[config.mk]
export PLATFORM = sky130hd
export DESIGN_NAME = bpcs_regs
export DESIGN_NICKNAME = d
export VERILOG_FILES = /design/src/bpcs_pkg.sv /design/src/bpcs_sync.sv /design/src/bpcs_w1c_bit.sv /design/src/bpcs_regs.sv
export VERILOG_INCLUDE_DIRS = /design/src
export SDC_FILE = /design/constraint.sdc
export NUM_CORES = 1
export LEC_CHECK = 0
export ABC_AREA = 1
export BUFFER_PORTS_ARGS = -buffer_cell sky130_fd_sc_hd__clkbuf_2
export CAP_MARGIN = 20
export CORE_MARGIN = 3
export CORE_UTILIZATION = 30
export CTS_CLUSTER_DIAMETER = 40
export DETAILED_ROUTE_END_ITERATION = 8
export SLEW_MARGIN = 40
export SYNTH_ARGS = -nofsm -noshare
export SYNTH_HDL_FRONTEND = slang
export SYNTH_HIERARCHICAL = 1
export SYNTH_SLANG_ARGS = --single-unit
[constraint.sdc]
create_clock -name clock -period 1.2 [get_ports clock]
set_input_delay 0.24 -clock clock [delete_from_list [all_inputs] [get_ports clock]]
set_output_delay 0.24 -clock clock [all_outputs]
set_load 0.05 [all_outputs]
[src/bpcs_map.svh]
`ifndef BPCS_MAP_SVH
`define BPCS_MAP_SVH

// ----------------------------------------
// Register offsets
// ----------------------------------------
`define BPCS_OFF_CMD_STATUS 8'h04
`define BPCS_OFF_IRQ_STATUS 8'h10
`define BPCS_OFF_IRQ_MASK 8'h14

// ----------------------------------------
// Command word bit positions
// ----------------------------------------
`define BPCS_CMD_PAR_RESP 6
`define BPCS_CMD_WAIT_CYCLE 7
`define BPCS_CMD_SERR_EN 8
`define BPCS_CMD_FBB_EN 9
`define BPCS_CMD_INT_DIS 10

// ----------------------------------------
// Primary status bit positions
// ----------------------------------------
`define BPCS_ST_INT_PEND 19
`define BPCS_ST_CAP_LIST 20
`define BPCS_ST_CAP_66 21
`define BPCS_ST_FBB_CAP 23
`define BPCS_ST_MDPE 24

// ----------------------------------------
// Interrupt status bit positions
// ----------------------------------------
`define BPCS_IRQ_PARITY 0
`define BPCS_IRQ_SYSERR 1
`define BPCS_IRQ_INTX 2
`define BPCS_IRQ_COUNT 3

// ----------------------------------------
// Reset values and timing
// ----------------------------------------
`define BPCS_RST_CAP_LIST 1'h1
`define BPCS_RST_IRQ_MASK 3'h0
`define BPCS_STRAP_SETTLE 2'h2

`endif

[src/bpcs_pkg.sv]
package bpcs_pkg;

    // ----------------------------------------
    // Register bus request
    // ----------------------------------------
    typedef struct packed {
        logic [7:0] addr;
        logic [31:0] wrData;
        logic write;
        logic read;
    } bpcs_bus_req_t;

    // ----------------------------------------
    // Register bank state
    // ----------------------------------------
    typedef struct packed {
        logic [1:0] strapCnt;
        logic strapDone;
        logic reverse;
        logic primaryPci;
        logic parResp;
        logic serrEn;
        logic intDis;
        logic intPending;
        logic sysReqPrev;
        logic [2:0] irqMask;
        logic [31:0] rdData;
        logic serrN;
        logic [3:0] irqN;
        logic errMsg;
        logic irqOut;
        logic serrOe;
        logic [3:0] irqOe;
    } bpcs_state_t;

endpackage : bpcs_pkg

[src/bpcs_sync.sv]
module bpcs_sync #(
    parameter int WIDTH = 1
) (
    input wire logic clock,
    input wire logic reset,
    input wire logic clockEnable,
    input wire logic [WIDTH-1:0] asyncIn,
    output logic [WIDTH-1:0] syncOut
);
    typedef struct packed {
        logic [WIDTH-1:0] stage1;
        logic [WIDTH-1:0] stage2;
    } bpcs_sync_t;

    bpcs_sync_t st_r;
    bpcs_sync_t st_nxt;

    // Stage one feeds stage two only; nothing else may look at it
    always_comb begin
        st_nxt = st_r;
        if (clockEnable) begin
            st_nxt.stage1 = asyncIn;
            st_nxt.stage2 = st_r.stage1;
        end
    end

    always_ff @(posedge clock) begin
        if (reset) begin
            st_r <= '0;
        end else begin
            st_r <= st_nxt;
        end
    end

    assign syncOut = st_r.stage2;
endmodule : bpcs_sync

[src/bpcs_w1c_bit.sv]
module bpcs_w1c_bit (
    input wire logic clock,
    input wire logic reset,
    input wire logic clockEnable,
    input wire logic setEvent,
    input wire logic clearStrobe,
    output logic flag
);
    typedef struct packed {
        logic flag;
    } bpcs_w1c_t;

    bpcs_w1c_t st_r;
    bpcs_w1c_t st_nxt;

    // Set beats clear so an event in the clearing cycle survives
    always_comb begin
        st_nxt = st_r;
        if (clockEnable) begin
            if (setEvent) begin
                st_nxt.flag = 1'b1;
            end else if (clearStrobe) begin
                st_nxt.flag = 1'b0;
            end
        end
    end

    always_ff @(posedge clock) begin
        if (reset) begin
            st_r <= '0;
        end else begin
            st_r <= st_nxt;
        end
    end

    assign flag = st_r.flag;
endmodule : bpcs_w1c_bit

[src/bpcs_regs.sv]
// The address-and-strobe port is this design's own decision.
`include "bpcs_map.svh"

module bpcs_regs (
    input wire logic clock,
    input wire logic reset,
    input wire logic clockEnable,
    input bpcs_pkg::bpcs_bus_req_t busReq,
    output logic [31:0] busRdData,
    input wire logic reverseStrap,
    input wire logic primaryPciStrap,
    input wire logic poisonedTlp,
    input wire logic parityErrorSeen,
    input wire logic [3:0] intxRequest,
    input wire logic systemErrorRequest,
    output logic errorMessageSend,
    output logic system_error_out_n,
    output logic systemErrorOe,
    output logic legacy_irq_a_n,
    output logic legacy_irq_b_n,
    output logic legacy_irq_c_n,
    output logic legacy_irq_d_n,
    output logic [3:0] legacyIrqOe,
    output logic interruptOut
);
    import bpcs_pkg::*;

    // ----------------------------------------
    // State and helpers
    // ----------------------------------------
    bpcs_state_t st_r;
    bpcs_state_t st_nxt;
    logic reverseSync;
    logic pciSync;
    logic mdpeFlag;
    logic mdpeSet;
    logic wrCmd;
    logic wrIrqStat;
    logic [2:0] irqEvent;
    logic [2:0] irqFlag;
    logic serrAssert;
    logic msgStart;
    logic [31:0] cmdStatusWord;

    // ----------------------------------------
    // Pin synchronisers
    // ----------------------------------------
    bpcs_sync #(
        .WIDTH(2)
    ) strapSync (
        .clock(clock),
        .reset(reset),
        .clockEnable(clockEnable),
        .asyncIn({reverseStrap, primaryPciStrap}),
        .syncOut({reverseSync, pciSync})
    );

    // ----------------------------------------
    // Sticky flags
    // ----------------------------------------
    assign wrCmd = busReq.write && (busReq.addr == `BPCS_OFF_CMD_STATUS);
    assign wrIrqStat = busReq.write && (busReq.addr == `BPCS_OFF_IRQ_STATUS);
    assign mdpeSet = st_r.parResp && (poisonedTlp || parityErrorSeen);

    bpcs_w1c_bit mdpeBit (
        .clock(clock),
        .reset(reset),
        .clockEnable(clockEnable),
        .setEvent(mdpeSet),
        .clearStrobe(wrCmd && busReq.wrData[`BPCS_ST_MDPE]),
        .flag(mdpeFlag)
    );

    assign serrAssert = st_r.strapDone && st_r.reverse && st_r.serrEn && systemErrorRequest;
    assign msgStart = st_r.strapDone && !st_r.reverse && st_r.serrEn
        && systemErrorRequest && !st_r.sysReqPrev;

    always_comb begin
        irqEvent = 3'h0;
        irqEvent[`BPCS_IRQ_PARITY] = mdpeSet;
        irqEvent[`BPCS_IRQ_SYSERR] = msgStart || (serrAssert && st_r.serrN);
        irqEvent[`BPCS_IRQ_INTX] = (|intxRequest) && !st_r.intPending;
    end

    for (genvar i = 0; i < `BPCS_IRQ_COUNT; i++) begin : gIrq
        bpcs_w1c_bit irqBit (
            .clock(clock),
            .reset(reset),
            .clockEnable(clockEnable),
            .setEvent(irqEvent[i]),
            .clearStrobe(wrIrqStat && busReq.wrData[i]),
            .flag(irqFlag[i])
        );
    end

    // ----------------------------------------
    // Command and status word
    // ----------------------------------------
    // Unsupported and reserved bits are simply never stored, so writes cannot reach them
    always_comb begin
        cmdStatusWord = 32'h0000_0000;
        cmdStatusWord[`BPCS_CMD_PAR_RESP] = st_r.parResp;
        cmdStatusWord[`BPCS_CMD_SERR_EN] = st_r.serrEn;
        cmdStatusWord[`BPCS_CMD_INT_DIS] = st_r.intDis;
        cmdStatusWord[`BPCS_ST_INT_PEND] = st_r.intPending;
        cmdStatusWord[`BPCS_ST_CAP_LIST] = `BPCS_RST_CAP_LIST;
        cmdStatusWord[`BPCS_ST_CAP_66] = st_r.strapDone && st_r.reverse;
        cmdStatusWord[`BPCS_ST_FBB_CAP] = st_r.strapDone && st_r.reverse && st_r.primaryPci;
        cmdStatusWord[`BPCS_ST_MDPE] = mdpeFlag;
    end

    // ----------------------------------------
    // Next state
    // ----------------------------------------
    always_comb begin
        st_nxt = st_r;
        if (clockEnable) begin
            // Mode straps are caught once, after the synchroniser has filled
            if (!st_r.strapDone) begin
                if (st_r.strapCnt == `BPCS_STRAP_SETTLE) begin
                    st_nxt.strapDone = 1'b1;
                    st_nxt.reverse = reverseSync;
                    st_nxt.primaryPci = pciSync;
                end else begin
                    st_nxt.strapCnt = st_r.strapCnt + 2'h1;
                end
            end
            if (wrCmd) begin
                st_nxt.parResp = busReq.wrData[`BPCS_CMD_PAR_RESP];
                st_nxt.serrEn = busReq.wrData[`BPCS_CMD_SERR_EN];
                if (st_r.strapDone && st_r.reverse) begin
                    st_nxt.intDis = busReq.wrData[`BPCS_CMD_INT_DIS];
                end
            end
            if (busReq.write && (busReq.addr == `BPCS_OFF_IRQ_MASK)) begin
                st_nxt.irqMask = busReq.wrData[2:0];
            end
            st_nxt.rdData = 32'h0000_0000;
            if (busReq.read) begin
                case (busReq.addr)
                    `BPCS_OFF_CMD_STATUS: st_nxt.rdData = cmdStatusWord;
                    `BPCS_OFF_IRQ_STATUS: st_nxt.rdData = {29'h0000_0000, irqFlag};
                    `BPCS_OFF_IRQ_MASK: st_nxt.rdData = {29'h0000_0000, st_r.irqMask};
                    default: st_nxt.rdData = 32'h0000_0000;
                endcase
            end
            st_nxt.intPending = |intxRequest;
            st_nxt.sysReqPrev = systemErrorRequest;
            st_nxt.serrN = !serrAssert;
            st_nxt.serrOe = serrAssert;
            st_nxt.errMsg = msgStart;
            // Legacy pins only exist in reverse mode, whatever the primary strap
            st_nxt.irqOe = intxRequest & {4{st_r.strapDone && st_r.reverse && !st_r.intDis}};
            // Enables get flops of their own so no pin ever switches through a gate
            st_nxt.irqN = ~st_nxt.irqOe;
            st_nxt.irqOut = |(irqFlag & st_r.irqMask);
        end
    end

    always_ff @(posedge clock) begin
        if (reset) begin
            st_r <= '{serrN: 1'b1, irqN: 4'hF, irqMask: `BPCS_RST_IRQ_MASK, default: '0};
        end else begin
            st_r <= st_nxt;
        end
    end

    // ----------------------------------------
    // Outputs
    // ----------------------------------------
    assign busRdData = st_r.rdData;
    assign errorMessageSend = st_r.errMsg;
    assign system_error_out_n = st_r.serrN;
    assign systemErrorOe = st_r.serrOe;
    assign legacy_irq_a_n = st_r.irqN[0];
    assign legacy_irq_b_n = st_r.irqN[1];
    assign legacy_irq_c_n = st_r.irqN[2];
    assign legacy_irq_d_n = st_r.irqN[3];
    assign legacyIrqOe = st_r.irqOe;
    assign interruptOut = st_r.irqOut;

    logic readCmd;
    assign readCmd = clockEnable && busReq.read && (busReq.addr == `BPCS_OFF_CMD_STATUS);
endmodule : bpcs_regs

==> results.cfg <==
[outcome]
status = complete, no violations

[synthesis]
synthCells = 300
synth-seq-cells = 44
avgSynthCellArea_um2 = 7.33
synth_warnings = 6
ys_seq_area_share_pct = 40.0
yosysUniqueCellTypes = 27
syn_area_mm2 = 0.00220

[timing]
period_share_pct = 95.9
max_freq_ghz = 0.869
clock_skew_ns = 0.00415
hold_viol_final = 0
setup_viol = 0
maxSlewViolCount = 0
fin_crit_ns = 1.15

[critical_path]
cp_slowest_cell = dfxtp_1
cp-end-kind = output pin
crit_buf_inv = 1
critPathMaxStageDelay_ns = 0.37
critPathLaunchType = flip-flop
cp_max_fo = 3
cpLargestDelayFamily = flip-flops
crit_arrival_ns = 0.91
critPathKind = flip-flop to output pin
path_cells = clkbuf_4
required_ns = 0.96

[die]
fp.dieW_um = 91.6
core_mm2 = 0.00694
die_h_um = 91.6
initial_core_util_pct = 31.7
dieArea_mm2 = 0.00840
rows = 30
io_pins = 98

[min_path]
hp-class = primary input to flip-flop

[power_and_ir_drop]
total_power_mw = 2.88
netSwitchingFraction_pct = 29.6
p_seq_share_pct = 53.0
powerDensity_mw_per_mm2 = 1130
p_leak_nw = 1.20
pwr-share-comb_pct = 16.4
clockPowerShare_pct = 30.6
p_int_mw = 2.03
peakVddDrop_mv = 0.374
switching_power_uw = 853

[layout]
drive_gt1_share_pct = 27.7
fin_util_pct = 36.8
stdcell_area_mm2 = 0.00256
synthToLayoutAreaGrowth_pct = 16.3
fill_cells = 774
seq_area_um2 = 885
multiInputGateArea_um2 = 940
antenna_cells = 0
fin_nets = 401

[global_routing]
grt_antenna_before_repair = 0
overflow = 0
track_usage_pct = 12.3
grt_pass1_vias = 1793
grt_max_degree = 20
grt_first_pass_wirelength_um = 8270

[placement]
placed_cell_area_mm2 = 0.00244
hpwl_um = 3680
portBuffers = 51
routabilityCongestion = 0.792

[cts]
cts_max_path_buffers = 2
root_buffer = clkbuf_8
clk_pin_slew_worst_paths_ns = 0.08
post_cts_buffers = 0
cts_buffers = 5
hold_buffers = 0
cts_max_level = 2
clkLatencyLatePin_ns = 0.29
cts_tree = built
cts.sinks = 44

[route]
vias = 1842
drt_wl_total_um = 4890
drt_iter0_markers = 71
drcViolationCount = 0
first_pass_iters = 4
ant_nets = 0
wl_per_cell_um = 11.1
viasPerCell = 4.17

[run]
cap_violations = 0
==> path summary, 6_finish.rpt <==
kind	end	cells past startpoint	start	slack, ns
setup reg to reg	st_r[53]	6	st_r[56]	0.08
setup / recovery	system_error_out_n	1	system_error_out_n	0.05
hold / removal	cmdStatusWord[10]	3	busReq[12]	0.17
hold reg to reg	st_r[47]	2	st_r[47]	0.46
==> cell usage in the layout, fill, tap and decap left out, drive strengths merged <==
cell type,synthesis,final
conb,1,21
nand3,25,25
nor2,30,30
o211ai,1,1
clkinv,0,1
ha,1,1
buf,44,22
o21ai,16,16
a21oi,29,29
clkbuf,4,51
nor3,1,1
a31oi,1,1
dfxtp,44,44
inv,34,34
o211a,1,1
and3,1,1
nand4,2,2
o21a,1,1
nand2,64,64
==> what timing repair did <==
item                       CTS  global route
setup endpoints to repair    3            15
pin swaps                    0             3
resized for setup            3            16
==> sequential cells by signal, summed over array words and instances (netlist names), 2 cells and up <==
signal             flops
busRdData             11
cmdStatusWord          4
gIrq.irqBit/flag       3
legacyIrqOe            4
st_r                   9
strapSync/st_r         2
strapSync/syncOut      2
==> Yosys cell counts, drive strengths merged <==
master	count	area share, %
o21ai	16	3.6
and3	1	0.34
o211ai	1	0.34
conb	1	0.17
clkbuf	4	1.1
a31oi	1	0.28
dfxtp	44	40
nor3	1	0.23
inv	34	5.8
nand2	64	11
a21oi	29	7.3
nand4	2	0.57
o21a	1	0.34
buf	44	15
ha	1	0.57
nor2	30	6.4
o211a	1	0.46
nand3	25	6.3
==> kinds of logic after synthesis <==
family                     Yosys count  synth area share [%]
other                                1                 0.170
adders and majority gates            1                 0.569
DFF                                 44                  40.0
buffers and inverters               82                  21.8
AOI/OAI and AO/OA                   49                  12.3
and+or+nand+nor                    123                  25.0
==> cell type report <==
type,instances,area share [%]
Multi-Input combinational cell,194,36.7
Sequential cell,44,34.6
Timing Repair Buffer,67,15.9
Inverter,34,4.99
Tap cell,96,4.70
Clock buffer,6,2.84
Clock inverter,1,0.196
==> per-layer routing <==
metal / vias to the layer above / track usage (%) / share of wire, %
li1: 978 / - / -
met1: 805 / 15.4 / 47
met2: 52 / 19.4 / 44
met3: 7 / 4.27 / 6.8
met4: 0 / 4.65 / 1.7
met5: - / 0 / 0
==> stage by stage <==
step	setup TNS [ns]	hold slack [ns]	setup slack [ns]	cells
6_report	0	0.167	0.0495	442
3_3_place_gp	-0.00344	0.443	-0.00344	435
4_1_cts	0	0.156	0.0218	442
2_1_floorplan	0	0.302	0.0544	320
5_1_grt	-0.00574	0.203	-0.00574	442
3_5_place_dp	-0.0540	0.452	-0.0466	435
==> power by group through the flow <==
stage	sequential (mW)	combinational, mW	clock [mW]
6_report	1.53	0.473	0.882
4_1_cts	1.52	0.456	0.927
3_3_place_gp	1.55	0.446	0
2_1_floorplan	1.57	0.366	0
3_5_place_dp	1.56	0.452	0
5_1_grt	1.53	0.521	0.995
Power figures use the tool's default switching activity.
